==> src/design/osc_pkg.sv <==
// constants, register map and state types for the oscillator supervisor and power modes
// Notes on behaviour
// - oscillator supervision runs except in power-down; it has no software enable bit.
// - reference is the RC clock divided by five; slower crystal means failure.
// - on failure the system clock is switched to the RC source.
// - on failure the chip reset is asserted and held while failure lasts.
// - failure reset acts as external reset but keeps dog flag, halts dog, sets flag.
// - after recovery a final reset phase of about 1 ms keeps RC and reset.
// - after the final phase the crystal is selected and reset request withdrawn.
// - a still active external reset keeps the chip in reset.
// - software sets and clears the failure flag; external reset clears both flags.
// - power-down stops both oscillators; low wake pin with wake enable restarts them.
// - wake from power-down ends in a wake interrupt, not a reset.
// - at power-on the crystal counts as failed; reset runs from RC within 34 us.
// - wake control register is reachable only while the map select bit is set.
// - power-down wins over idle when both are requested together.
// - power-down starts only after arming; the go write is the last step.
// - idle starts only after arming; the go write is the last step.
// - two general purpose flags read and write freely, no hardware effect.
// - idle gates the CPU clock; peripherals except the dog timer keep clocking.
// - all CPU state is kept during idle.
// - ports hold their levels in idle; active alternate outputs keep driving.
// - address latch and store strobes high in idle, low in power-down.
// - arm and go for idle written together do nothing; both read as zero.
// - arm and go for power-down written together do nothing; both read zero.
// - an enabled interrupt or a hardware reset ends idle.
package osc_pkg;
  // ---------------------------------------------------------------
  // register offsets
  // ---------------------------------------------------------------
  localparam logic [7:0] ADDR_POWER_MODE = 8'h87;
  localparam logic [7:0] ADDR_WAKE_CTRL = 8'h88;
  localparam logic [7:0] ADDR_SYSTEM_CTRL = 8'hB1;
  localparam logic [7:0] ADDR_DOG_CTRL = 8'hC0;
  // ---------------------------------------------------------------
  // field positions and reset values
  // ---------------------------------------------------------------
  localparam int BIT_SLEEP_ARM = 0;
  localparam int BIT_PD_ARM = 1;
  localparam int BIT_GP_FLAG_ZERO = 2;
  localparam int BIT_GP_FLAG_ONE = 3;
  localparam int BIT_SLEEP_GO = 5;
  localparam int BIT_PD_GO = 6;
  localparam int BIT_BAUD_DOUBLE = 7;
  localparam int BIT_PD_WAKE_ENABLE = 7;
  localparam int BIT_SFR_MAP_SELECT = 4;
  localparam int BIT_OSC_FAIL_FLAG = 3;
  localparam int BIT_DOG_FLAG = 2;
  localparam logic [7:0] RESET_VALUE_REG = 8'h00;
  // ---------------------------------------------------------------
  // pin index in the input synchroniser
  // ---------------------------------------------------------------
  localparam int PIN_RC = 0;
  localparam int PIN_XTAL = 1;
  localparam int PIN_WAKE = 2;
  localparam int PIN_RESET = 3;
  localparam int PIN_COUNT = 4;
  // ---------------------------------------------------------------
  // comparison and timing
  // ---------------------------------------------------------------
  localparam logic [2:0] RC_DIVIDE = 3'h5;
  localparam logic [1:0] XTAL_MIN_EDGES = 2'h1;
  localparam int CLK_PERIOD_NS = 8;
  localparam int FINAL_RESET_MS = 1;
  localparam int FINAL_RESET_CYCLES = FINAL_RESET_MS * 1000000 / CLK_PERIOD_NS;
  localparam int POWER_ON_MAX_US = 34;
  localparam int POWER_ON_MAX_CYCLES = POWER_ON_MAX_US * 1000 / CLK_PERIOD_NS;
  // ---------------------------------------------------------------
  // state types
  // ---------------------------------------------------------------
  typedef enum logic [1:0] {
    SUP_FAIL = 2'h0,
    SUP_FINAL = 2'h1,
    SUP_GOOD = 2'h3
  } sup_state_t;
  typedef enum logic [1:0] {
    MODE_RUN = 2'h0,
    MODE_PD = 2'h1,
    MODE_WAKE = 2'h3,
    MODE_IDLE = 2'h2
  } power_mode_t;
endpackage

==> src/design/osc_cmp_if.sv <==
// carrier between the supervisor and its frequency comparator
`timescale 1ns/10ps
interface osc_cmp_if;
  logic enable;
  logic rcLevel;
  logic xtalLevel;
  logic fail;
  logic verdict;
  modport meter (input enable, input rcLevel, input xtalLevel, output fail, output verdict);
  modport owner (output enable, output rcLevel, output xtalLevel, input fail, input verdict);
endinterface

==> src/design/freq_check.sv <==
// crystal against divided RC frequency comparator
`timescale 1ns/10ps
module freq_check
  import osc_pkg::*;
(
  input wire logic clk_sys,
  input wire logic rst,
  osc_cmp_if.meter cmp
);
  logic rcDly_q;
  logic xtalDly_q;
  logic [2:0] rcCnt_q;
  logic [1:0] xtalCnt_q;
  logic fail_q;
  logic verdict_q;
  logic rcRise;
  logic xtalRise;
  logic [1:0] xtalSum;

  assign rcRise = cmp.rcLevel & ~rcDly_q;
  assign xtalRise = cmp.xtalLevel & ~xtalDly_q;
  // saturating so a fast crystal cannot wrap to zero
  assign xtalSum = (xtalRise && xtalCnt_q != 2'h3) ? xtalCnt_q + 2'h1 : xtalCnt_q;

  always_ff @(posedge clk_sys or posedge rst)
  begin
    if (rst)
    begin
      rcDly_q <= 1'b0;
      xtalDly_q <= 1'b0;
      rcCnt_q <= 3'h0;
      xtalCnt_q <= 2'h0;
      fail_q <= 1'b1;
      verdict_q <= 1'b0;
    end
    else
    begin
      rcDly_q <= cmp.rcLevel;
      xtalDly_q <= cmp.xtalLevel;
      verdict_q <= 1'b0;
      if (!cmp.enable)
      begin
        rcCnt_q <= 3'h0;
        xtalCnt_q <= 2'h0;
      end
      else if (rcRise && rcCnt_q == RC_DIVIDE - 3'h1)
      begin
        rcCnt_q <= 3'h0;
        xtalCnt_q <= 2'h0;
        verdict_q <= 1'b1;
        fail_q <= (xtalSum < XTAL_MIN_EDGES);
      end
      else
      begin
        if (rcRise)
        begin
          rcCnt_q <= rcCnt_q + 3'h1;
        end
        xtalCnt_q <= xtalSum;
      end
    end
  end

  assign cmp.fail = fail_q;
  assign cmp.verdict = verdict_q;
endmodule

==> src/design/osc_supervisor_power_modes.sv <==
// oscillator supervision, clock switchover, reset control and idle / power-down modes
`timescale 1ns/10ps
module osc_supervisor_power_modes
  import osc_pkg::*;
#(
  parameter int FINAL_CYCLES = FINAL_RESET_CYCLES
)
(
  input wire logic clk_sys,
  input wire logic rst,
  input wire logic rcClkPin,
  input wire logic xtalClkPin,
  input wire logic extWakePin,
  input wire logic extResetPin,
  input wire logic [7:0] sfrAddr,
  input wire logic sfrWrEn,
  input wire logic sfrRdEn,
  input wire logic [7:0] sfrWrData,
  output logic [7:0] sfrRdData,
  input wire logic irqPending,
  input wire logic dogResetEvent,
  input wire logic aleCore,
  input wire logic progStoreStrobeCore,
  output logic aleOut,
  output logic progStoreStrobe,
  output logic sysClkSelRc,
  output logic rcOscRun,
  output logic xtalOscRun,
  output logic chipReset,
  output logic cpuClkEn,
  output logic periphClkEn,
  output logic dogHalt,
  output logic portHold,
  output logic pdWakeIrq
);
  // ---------------------------------------------------------------
  // pin synchronisers
  // ---------------------------------------------------------------
  logic [PIN_COUNT-1:0] pinSync1_q;
  logic [PIN_COUNT-1:0] pinSync2_q;

  always_ff @(posedge clk_sys or posedge rst)
  begin
    if (rst)
    begin
      pinSync1_q <= '0;
      pinSync2_q <= '0;
    end
    else
    begin
      pinSync1_q <= {extResetPin, extWakePin, xtalClkPin, rcClkPin};
      pinSync2_q <= pinSync1_q;
    end
  end

  logic extRst;
  assign extRst = pinSync2_q[PIN_RESET];

  // ---------------------------------------------------------------
  // frequency comparator
  // ---------------------------------------------------------------
  osc_cmp_if cmp ();
  power_mode_t mode_q;
  sup_state_t supState_q;

  // enable has no software bit of its own; it depends only on mode_q not being MODE_PD, which software enters through pdStart
  assign cmp.enable = (mode_q != MODE_PD);
  assign cmp.rcLevel = pinSync2_q[PIN_RC];
  assign cmp.xtalLevel = pinSync2_q[PIN_XTAL];

  freq_check meter (
    .clk_sys(clk_sys),
    .rst(rst),
    .cmp(cmp)
  );

  logic failSeen;
  logic goodSeen;
  assign failSeen = cmp.verdict & cmp.fail;
  assign goodSeen = cmp.verdict & ~cmp.fail;

  // ---------------------------------------------------------------
  // register state
  // ---------------------------------------------------------------
  logic sleepArmed_q;
  logic pdArmed_q;
  logic gpFlagZero_q;
  logic gpFlagOne_q;
  logic baudDouble_q;
  logic pdWakeEnable_q;
  logic sfrMapSelect_q;
  logic oscFailResetFlag_q;
  logic timerDogResetFlag_q;
  logic chipReset_q;

  logic powerModeWr;
  logic wakeCtrlWr;
  logic systemCtrlWr;
  logic dogCtrlWr;
  assign powerModeWr = sfrWrEn && sfrAddr == ADDR_POWER_MODE;
  assign wakeCtrlWr = sfrWrEn && sfrAddr == ADDR_WAKE_CTRL && sfrMapSelect_q;
  assign systemCtrlWr = sfrWrEn && sfrAddr == ADDR_SYSTEM_CTRL;
  assign dogCtrlWr = sfrWrEn && sfrAddr == ADDR_DOG_CTRL;

  // ---------------------------------------------------------------
  // mode requests
  // ---------------------------------------------------------------
  logic sleepStart;
  logic pdStart;
  logic pdWake;
  logic oscReset;
  logic finalDone;
  logic [16:0] finalCnt_q;

  // go only counts when the previous power mode write armed and this one leaves arm clear
  assign sleepStart = powerModeWr && sleepArmed_q && sfrWrData[BIT_SLEEP_GO]
                      && !sfrWrData[BIT_SLEEP_ARM];
  assign pdStart = powerModeWr && pdArmed_q && sfrWrData[BIT_PD_GO]
                   && !sfrWrData[BIT_PD_ARM];
  assign pdWake = mode_q == MODE_PD && !pinSync2_q[PIN_WAKE] && pdWakeEnable_q;
  // a wake start-up runs the same supervision but raises no reset
  assign oscReset = supState_q != SUP_GOOD && mode_q != MODE_WAKE;
  assign finalDone = supState_q == SUP_FINAL && !failSeen
                     && finalCnt_q == 17'(FINAL_CYCLES - 1);

  // ---------------------------------------------------------------
  // supervisor
  // ---------------------------------------------------------------
  always_ff @(posedge clk_sys or posedge rst)
  begin
    if (rst)
    begin
      supState_q <= SUP_FAIL;
      finalCnt_q <= 17'h0;
    end
    else if (pdWake)
    begin
      supState_q <= SUP_FAIL;
      finalCnt_q <= 17'h0;
    end
    else if (mode_q != MODE_PD)
    begin
      case (supState_q)
        SUP_FAIL:
        begin
          finalCnt_q <= 17'h0;
          if (goodSeen)
          begin
            supState_q <= SUP_FINAL;
          end
        end
        SUP_FINAL:
        begin
          finalCnt_q <= finalCnt_q + 17'h1;
          if (failSeen)
          begin
            supState_q <= SUP_FAIL;
          end
          else if (finalDone)
          begin
            supState_q <= SUP_GOOD;
          end
        end
        SUP_GOOD:
        begin
          if (failSeen)
          begin
            supState_q <= SUP_FAIL;
          end
        end
        default:
        begin
          supState_q <= SUP_FAIL;
        end
      endcase
    end
  end

  // ---------------------------------------------------------------
  // power mode
  // ---------------------------------------------------------------
  always_ff @(posedge clk_sys or posedge rst)
  begin
    if (rst)
    begin
      mode_q <= MODE_RUN;
    end
    else if (extRst || oscReset)
    begin
      mode_q <= MODE_RUN;
    end
    else
    begin
      case (mode_q)
        MODE_RUN:
        begin
          if (pdStart)
          begin
            mode_q <= MODE_PD;
          end
          else if (sleepStart)
          begin
            mode_q <= MODE_IDLE;
          end
        end
        MODE_IDLE:
        begin
          if (irqPending)
          begin
            mode_q <= MODE_RUN;
          end
        end
        MODE_PD:
        begin
          if (pdWake)
          begin
            mode_q <= MODE_WAKE;
          end
        end
        MODE_WAKE:
        begin
          if (finalDone)
          begin
            mode_q <= MODE_RUN;
          end
        end
        default:
        begin
          mode_q <= MODE_RUN;
        end
      endcase
    end
  end

  // ---------------------------------------------------------------
  // power mode control, wake control and system control registers
  // ---------------------------------------------------------------
  // arm and go never store; an arm lives only until the next power mode write or chip reset
  always_ff @(posedge clk_sys or posedge rst)
  begin
    if (rst)
    begin
      sleepArmed_q <= 1'b0;
      pdArmed_q <= 1'b0;
    end
    else if (chipReset_q)
    begin
      sleepArmed_q <= 1'b0;
      pdArmed_q <= 1'b0;
    end
    else if (powerModeWr)
    begin
      sleepArmed_q <= sfrWrData[BIT_SLEEP_ARM] && !sfrWrData[BIT_SLEEP_GO];
      pdArmed_q <= sfrWrData[BIT_PD_ARM] && !sfrWrData[BIT_PD_GO];
    end
  end

  always_ff @(posedge clk_sys or posedge rst)
  begin
    if (rst)
    begin
      gpFlagZero_q <= RESET_VALUE_REG[BIT_GP_FLAG_ZERO];
      gpFlagOne_q <= RESET_VALUE_REG[BIT_GP_FLAG_ONE];
      baudDouble_q <= RESET_VALUE_REG[BIT_BAUD_DOUBLE];
      pdWakeEnable_q <= RESET_VALUE_REG[BIT_PD_WAKE_ENABLE];
      sfrMapSelect_q <= RESET_VALUE_REG[BIT_SFR_MAP_SELECT];
    end
    else if (chipReset_q)
    begin
      gpFlagZero_q <= RESET_VALUE_REG[BIT_GP_FLAG_ZERO];
      gpFlagOne_q <= RESET_VALUE_REG[BIT_GP_FLAG_ONE];
      baudDouble_q <= RESET_VALUE_REG[BIT_BAUD_DOUBLE];
      pdWakeEnable_q <= RESET_VALUE_REG[BIT_PD_WAKE_ENABLE];
      sfrMapSelect_q <= RESET_VALUE_REG[BIT_SFR_MAP_SELECT];
    end
    else
    begin
      if (powerModeWr)
      begin
        gpFlagZero_q <= sfrWrData[BIT_GP_FLAG_ZERO];
        gpFlagOne_q <= sfrWrData[BIT_GP_FLAG_ONE];
        baudDouble_q <= sfrWrData[BIT_BAUD_DOUBLE];
      end
      if (wakeCtrlWr)
      begin
        pdWakeEnable_q <= sfrWrData[BIT_PD_WAKE_ENABLE];
      end
      if (systemCtrlWr)
      begin
        sfrMapSelect_q <= sfrWrData[BIT_SFR_MAP_SELECT];
      end
    end
  end

  // ---------------------------------------------------------------
  // reset cause flags
  // ---------------------------------------------------------------
  // hardware set beats both the external clear and a software clear
  always_ff @(posedge clk_sys or posedge rst)
  begin
    if (rst)
    begin
      oscFailResetFlag_q <= 1'b0;
      timerDogResetFlag_q <= 1'b0;
    end
    else
    begin
      if (oscReset)
      begin
        oscFailResetFlag_q <= 1'b1;
      end
      else if (extRst)
      begin
        oscFailResetFlag_q <= 1'b0;
      end
      else if (dogCtrlWr)
      begin
        oscFailResetFlag_q <= sfrWrData[BIT_OSC_FAIL_FLAG];
      end
      // a supervisor reset leaves this flag alone
      if (dogResetEvent)
      begin
        timerDogResetFlag_q <= 1'b1;
      end
      else if (extRst)
      begin
        timerDogResetFlag_q <= 1'b0;
      end
      else if (dogCtrlWr)
      begin
        timerDogResetFlag_q <= sfrWrData[BIT_DOG_FLAG];
      end
    end
  end

  // ---------------------------------------------------------------
  // register read
  // ---------------------------------------------------------------
  logic [7:0] rdData_q;
  logic [7:0] rdMux;

  always_comb
  begin
    rdMux = 8'h00;
    if (sfrAddr == ADDR_POWER_MODE)
    begin
      rdMux[BIT_GP_FLAG_ZERO] = gpFlagZero_q;
      rdMux[BIT_GP_FLAG_ONE] = gpFlagOne_q;
      rdMux[BIT_BAUD_DOUBLE] = baudDouble_q;
    end
    else if (sfrAddr == ADDR_WAKE_CTRL && sfrMapSelect_q)
    begin
      rdMux[BIT_PD_WAKE_ENABLE] = pdWakeEnable_q;
    end
    else if (sfrAddr == ADDR_SYSTEM_CTRL)
    begin
      rdMux[BIT_SFR_MAP_SELECT] = sfrMapSelect_q;
    end
    else if (sfrAddr == ADDR_DOG_CTRL)
    begin
      rdMux[BIT_OSC_FAIL_FLAG] = oscFailResetFlag_q;
      rdMux[BIT_DOG_FLAG] = timerDogResetFlag_q;
    end
  end

  always_ff @(posedge clk_sys or posedge rst)
  begin
    if (rst)
    begin
      rdData_q <= 8'h00;
    end
    else if (sfrRdEn)
    begin
      rdData_q <= rdMux;
    end
  end

  // ---------------------------------------------------------------
  // clock, reset and strobe outputs
  // ---------------------------------------------------------------
  logic sysClkSelRc_q;
  logic oscRun_q;
  logic cpuClkEn_q;
  logic periphClkEn_q;
  logic dogHalt_q;
  logic portHold_q;
  logic ale_q;
  logic progStore_q;
  logic pdWakeIrq_q;

  always_ff @(posedge clk_sys or posedge rst)
  begin
    if (rst)
    begin
      sysClkSelRc_q <= 1'b1;
      chipReset_q <= 1'b1;
      oscRun_q <= 1'b1;
      cpuClkEn_q <= 1'b0;
      periphClkEn_q <= 1'b0;
      dogHalt_q <= 1'b1;
      portHold_q <= 1'b0;
      pdWakeIrq_q <= 1'b0;
    end
    else
    begin
      sysClkSelRc_q <= supState_q != SUP_GOOD;
      chipReset_q <= oscReset || extRst;
      oscRun_q <= mode_q != MODE_PD && !(mode_q == MODE_RUN && pdStart);
      // the CPU freezes with its state held while clocks are off
      cpuClkEn_q <= mode_q == MODE_RUN && !sleepStart && !pdStart;
      periphClkEn_q <= (mode_q == MODE_RUN || mode_q == MODE_IDLE) && !pdStart;
      dogHalt_q <= mode_q != MODE_RUN || oscReset;
      portHold_q <= mode_q == MODE_IDLE || mode_q == MODE_PD;
      pdWakeIrq_q <= mode_q == MODE_WAKE && finalDone;
    end
  end

  always_ff @(posedge clk_sys or posedge rst)
  begin
    if (rst)
    begin
      ale_q <= 1'b0;
      progStore_q <= 1'b0;
    end
    else
    begin
      case (mode_q)
        MODE_IDLE:
        begin
          ale_q <= 1'b1;
          progStore_q <= 1'b1;
        end
        MODE_PD, MODE_WAKE:
        begin
          ale_q <= 1'b0;
          progStore_q <= 1'b0;
        end
        default:
        begin
          ale_q <= aleCore;
          progStore_q <= progStoreStrobeCore;
        end
      endcase
    end
  end

  assign sfrRdData = rdData_q;
  assign sysClkSelRc = sysClkSelRc_q;
  assign rcOscRun = oscRun_q;
  assign xtalOscRun = oscRun_q;
  assign chipReset = chipReset_q;
  assign cpuClkEn = cpuClkEn_q;
  assign periphClkEn = periphClkEn_q;
  assign dogHalt = dogHalt_q;
  assign portHold = portHold_q;
  assign aleOut = ale_q;
  assign progStoreStrobe = progStore_q;
  assign pdWakeIrq = pdWakeIrq_q;
endmodule

==> config.mk <==
export PLATFORM = sky130hd
export DESIGN_NAME = osc_supervisor_power_modes
export DESIGN_NICKNAME = d
export VERILOG_FILES = /design/src/design/osc_pkg.sv /design/src/design/osc_cmp_if.sv /design/src/design/freq_check.sv /design/src/design/osc_supervisor_power_modes.sv
export SDC_FILE = /design/constraint.sdc
export NUM_CORES = 1
export LEC_CHECK = 0
export BUFFER_PORTS_ARGS = -buffer_cell sky130_fd_sc_hd__buf_2
export CAP_MARGIN = 30
export CORE_MARGIN = 2
export CORE_UTILIZATION = 55
export CTS_CLUSTER_SIZE = 24
export DETAILED_ROUTE_END_ITERATION = 10
export MAX_ROUTING_LAYER = met4
export PLACE_DENSITY = 0.76
export SYNTH_ARGS = -nofsm -noshare
export SYNTH_HDL_FRONTEND = slang
export SYNTH_SLANG_ARGS = --single-unit
==> constraint.sdc <==
create_clock -name clk_sys -period 2.7 [get_ports clk_sys]
set_input_delay 0.405 -clock clk_sys [delete_from_list [all_inputs] [get_ports clk_sys]]
set_output_delay 0.405 -clock clk_sys [all_outputs]
set_load 0.005 [all_outputs]
# Yosys cells after proc, flatten, opt, wreduce, memory -nomap -nowiden
# Cells that the tools add are included.
dict set report op_classes {
  eq_ne 23
  n_mux 55
  reduce_logical 55
  n_lt_le_gt_ge 1
  add_sub_neg 3
  bitwise_logic 7
}
# op count
set ops {}
lappend ops {{$mux 2} 18}
lappend ops {{$mux 17} 2}
lappend ops {{$pmux 17 s2} 1}
lappend ops {{$eq 8x8->1 const B} 4}
lappend ops {{$logic_and 1x1->1} 27}
lappend ops {{$mux 1} 26}
lappend ops {{$ne 3x3->1 const B} 6}
lappend ops {{$add 17x1->17 const B} 1}
lappend ops {{$eq 17x17->1 const B} 1}
lappend ops {{$mux 3} 4}
lappend ops {{$reduce_bool 2->1} 5}
lappend ops {{$logic_not 1->1} 9}
lappend ops {{$reduce_bool 3->1} 3}
lappend ops {{$ne 4x4->1 const B} 2}
lappend ops {{$pmux 2 s4} 1}
lappend ops {{$reduce_and 4->1} 2}
lappend ops {{$eq 2x2->1 const B} 3}
lappend ops {{$ne 2x2->1 const B} 3}
lappend ops {{$pmux 2 s3} 1}
lappend ops {{$and 1x1->1} 4}
lappend ops {{$eq 2x1->1 const B} 2}
lappend ops {{$logic_not 2->1} 2}
lappend ops {{$logic_or 1x1->1} 4}
lappend ops {{$pmux 1 s2} 2}
lappend ops {{other kinds (8)} 11}
dict set report word_totals {
  output_inout_bits 19
  reg_bits 61
  in_bits 28
}

# Longest topological paths before layout
dict set report logic_depth {
  ltp_word 9
  mapped_depth 8
  depth_no_buf 7
}

# Hierarchy
# Synthesis repeated with hierarchy kept, for this count alone.
dict set report hier_totals {
  hier_cells 292
  hier_area_um2 2974.1
}
# module seq_area_each_um2 area_per_inst_um2 cells_per_inst n_inst
set modules_own_cells {}
lappend modules_own_cells {osc_supervisor_power_modes 1306.3 2539.9 254 1}
lappend modules_own_cells {freq_check 226.5 434.2 38 1}

# Least setup slack after synthesis
# Ideal clock, no wire load.
dict set report synth_path {
  path_kind {flip-flop to flip-flop}
  startpoint {reg mode_q[1]}
  endpoint {reg finalCnt_q[12]}
  synth_period_minus_slack_ns 1.954
  t_required_ns 2.620
  setup_ns 0.080
  slack_ns 0.746
  n_path_buf 1
  arrival_time_ns 1.874
  path_stages_with_launch 9
  cell_sequence {dfrtp_1 > inv_1 > ha_1 > nor2_1 > o21ai_1 > or2_1 > clkbuf_1 > or3_1 > a21oi_1}
}
dict set report synth_via {
  elab_chain_cells 5
}
# element line_no
set synth_rtl {}
lappend synth_rtl {{start: declaration} osc_supervisor_power_modes.sv:63} ;# power_mode_t mode_q;
lappend synth_rtl {{start signal: assignment} osc_supervisor_power_modes.sv:186} ;# mode_q <= MODE_RUN;
lappend synth_rtl {{start signal: assignment} osc_supervisor_power_modes.sv:190} ;# mode_q <= MODE_RUN;
lappend synth_rtl {{start signal: assignment} osc_supervisor_power_modes.sv:199} ;# mode_q <= MODE_PD;
lappend synth_rtl {{$eq 2x1->1} osc_supervisor_power_modes.sv:120} ;# assign pdWake = mode_q == MODE_PD && !pinSync2_q[PIN_WAKE] && pdWakeEnable_q;
lappend synth_rtl {{$logic_and 1x1->1 (2 in a row)} osc_supervisor_power_modes.sv:120}
lappend synth_rtl {{$reduce_bool 3->1 (no source line) / $reduce_bool 2->1 (equally long branches)} n/a}
lappend synth_rtl {{$reduce_and 2->1 (no source line)} n/a}
lappend synth_rtl {{end signal: assignment} osc_supervisor_power_modes.sv:154} ;# finalCnt_q <= finalCnt_q + 17'h1;
lappend synth_rtl {{end: declaration} osc_supervisor_power_modes.sv:113} ;# logic [16:0] finalCnt_q;
# Several ways; a longest one is shown, not always the timed one.
# A chain may end at the register's enable or synchronous reset.

# Final worst setup path
dict set report layout_path {
  startpoint {reg mode_q[1]}
  endpoint {reg finalCnt_q[8]}
}
# The elaborated chain is that of the path after synthesis.

==> run_results.csv <==
group,metric,value,unit
sta,worst_slack,0.343,ns
global_route,grt_max_degree,36,
global_route,use_met2,0.350,
sta,fin_worst_skew,0.00657,ns
yosys,yosys_warnings,0,
place,gp_congestion,0.838,
global_route,grt_pass1_wl,9620,microns
yosys,netlist_top_cells_area,"dfrtp_1, dfstp_2, nand2_1",
yosys,synth_common_cells,"dfrtp_1, nand2_1, nor2_1",
clock_tree,hold_buffers,0,
global_route,gr-total-overflow,0,
worst_setup_path,cp.required,2.94,ns
global_route,antenna_found_initial,0,
sta,max_freq,0.424,GHz
clock_tree,cts_buffers,9,
routing,final_antenna_net_count,0,
worst_setup_path,reg2reg_to,"finalCnt_q[8]$_DFFE_PP0P_",
finish,nets,377,
place,io_buffers,42,
die,die-area,0.00595,sq mm
power_and_ir_drop,powerDensity,659,mW/mm^2
worst_hold_path,hold_class,"in2reg",
place,dp_cells,400,
worst_setup_path,end_kind,"flip-flop",
global_route,grt_pass1_vias,2166,
global_route,top_usage_layer,"met2",
yosys,synthDistinctLibCells,50,
worst_setup_path,r2r_cells,7,
worst_setup_path,startpoint,"mode_q[1]$_DFFE_PP0P_",
global_route,grt_usage,0.207,
yosys,synth_top_area_cell,"dfrtp_1",
sta,max_slew_margin,0.527,
clock_tree,cts_root_buf,"clkbuf_8",
die,row_count,26,
sta,finalCriticalPeriod,2.36,ns
worst_setup_path,rrSetupSlack,0.34,ns
power_and_ir_drop,ir_drop,0.439,mV
worst_setup_path,regToRegStartpoint,"mode_q[1]$_DFFE_PP0P_",
routing,drt-initial-drc-count,119,
routing,detail_route.vias_per_cell,5.41,
sta,final_hold_viol_count,0,
yosys,ys_ff_latch,61,
yosys,yosysSeqAreaShare,0.521,
routing,dr.pass1.iters,4,
yosys,avgSynthCellArea,9.84,sq um
clock_tree,clock_path_buffers,2,
yosys,synthArstFlopShare,1.00,
place,dpl_cell_area,0.00318,sq mm
yosys,syn-instance-count,299,
global_route,use_met3,0.0412,
routing,wl_per_cell,13.1,microns
die,core,0.00514,sq mm
sta,whs,0.181,ns
global_route,globalRouteMet1Util,0.251,
run_status,status,"completed",
worst_setup_path,crit_type,"reg2reg",
sta,period_share,0.873,
worst_setup_path,start_kind,"flip-flop",
yosys,syn_area,0.00294,sq mm
clock_tree,clock_latency,0.33,ns
yosys,ys.flop_type,"dfrtp_1",
worst_setup_path,cp_data_arrival_time,2.60,ns
worst_setup_path,setup.worst_path.end,"finalCnt_q[8]$_DFFE_PP0P_",
yosys,yosysTopAreaCellShare,0.476,
die,initial_core_util,0.573,
sta,worst_pin_slew,0.709,ns
finish,drive_above_1_share,0.205,
die,pin_count,47,
clock_tree,post_cts_buffers,0,
clock_tree,path_clk_slew,0.07,ns
routing,drc,0,
power_and_ir_drop,p_leak,1.53,nW
clock_tree,cts_tree,"built",
place,dp_slack,0.361,ns
run,cap_violations,0,
finish,area_delta_synth_final,15.2,%
sta,rsz0062_at_grt,"false",
clock_tree,cts_sinks,61,
finish,fin_area,0.00339,sq mm
yosys,synth_most_common_cell,"dfrtp_1",
yosys,synth_edf_count,0,
place,dp_hpwl,4000,microns
sta,fin_tns_setup,0,ns
sta,slew_violations,0,
sta,setup_viol,0,
die,die_w,77.1,microns
finish,final_cells,416,
clock_tree,post_cts_resized,0,
worst_setup_path,cp_max_fo,14,
finish,num_antenna_cells,0,
clock_tree,h-tree-depth,3,
die,die_y,77.1,microns
routing,drt_wl_total,5440,microns
routing,vias,2250,
[report_power, final]
| part | internal (mW) | leakage, nW | total (mW) | switching [mW] |
|---|---|---|---|---|
| Combinational | 0.132 | 0.652 | 0.303 | 0.170 |
| Clock | 0.501 | 0.106 | 0.834 | 0.333 |
| Sequential | 1.00 | 0.770 | 1.10 | 0.0956 |
| Total | 1.64 | 1.53 | 2.24 | 0.599 |
[flip-flops by register name, indices dropped and copies added (netlist names), 2 cells and up]
name	flops
finalCnt_q	17
mode_q	2
sfrRdData	4
supState_q	2
pinSync1_q	4
meter.xtalCnt_q	2
meter.rcCnt_q	3
pinSync2_q	4
[cell type report]
| class | instances | area, sq um |
|---|---|---|
| Clock inverter | 3 | 42.5 |
| Clock buffer | 13 | 169 |
| Inverter | 16 | 60.1 |
| Sequential cell | 61 | 1530 |
| Fill cell | 423 | 1750 |
| Tap cell | 70 | 87.6 |
| Multi-Input combinational cell | 210 | 1270 |
| Timing Repair Buffer | 43 | 230 |
[critical path: stages (launching register included)]
cell,delay [ns]
dfrtp_1,0.40
inv_1,0.09
ha_1,0.33
nor2_1,0.38
o21ai_1,0.24
or2_1,0.34
or3_1,0.33
a21oi_1,0.15
[per-stage QoR]
step	util	power [mW]
floorplan	-	1.32
global placement	0.618	1.40
detailed placement	0.618	1.42
CTS	0.659	2.25
global route	0.659	2.36
finish	0.659	2.24
[per-layer routing]
metal | vias to the layer above | wire, microns
met2 | 61 | 2710
met5 | - | 0
met3 | 12 | 243
li1 | 1126 | -
met1 | 1051 | 2420
met4 | 0 | 70
[worst min path at each step]
| stage | from | endpoint | slack, ns | depth (start not counted) |
|---|---|---|---|---|
| 3_5_place_dp | pinSync1_q[0]$_DFF_PP0_ | pinSync2_q[0]$_DFF_PP0_ | 0.34 | 0 |
| 6_report | extResetPin | pinSync1_q[3]$_DFF_PP0_ | 0.18 | 1 |
| 5_1_grt | extResetPin | pinSync1_q[3]$_DFF_PP0_ | 0.17 | 1 |
| 2_1_floorplan | pinSync1_q[0]$_DFF_PP0_ | pinSync2_q[0]$_DFF_PP0_ | 0.33 | 0 |
| 3_3_place_gp | pinSync1_q[3]$_DFF_PP0_ | pinSync2_q[3]$_DFF_PP0_ | 0.33 | 0 |
| 4_1_cts | rcClkPin | pinSync1_q[0]$_DFF_PP0_ | 0.17 | 1 |
[kinds of logic (layout without fill, tap and decap cells)]
family	count (synthesis)	in the layout	synth area share
AOI/OAI and AO/OA	62	62	0.127
and+or+nand+nor	125	125	0.230
other	1	4	0.00127
adders and majority gates	8	8	0.0340
muxes	5	5	0.0170
buffers and inverters	31	75	0.0523
xor gates and xnor gates	6	6	0.0179
DFF	61	61	0.521
[layout by cell type (no fill, tap or decap), drive strengths merged, types with 5 or more instances in the layout]
cell type and instances:
nand3 21, nand2 32, inv 16, ha 8, buf 43, or3 5, mux2i 5, nor3 6
o21ai 17, a22o 5, a21oi 24, clkbuf 13, xnor2 6, nor2 26, dfrtp 56, dfstp 5
Note: power is estimated with default switching activity, not from simulation.
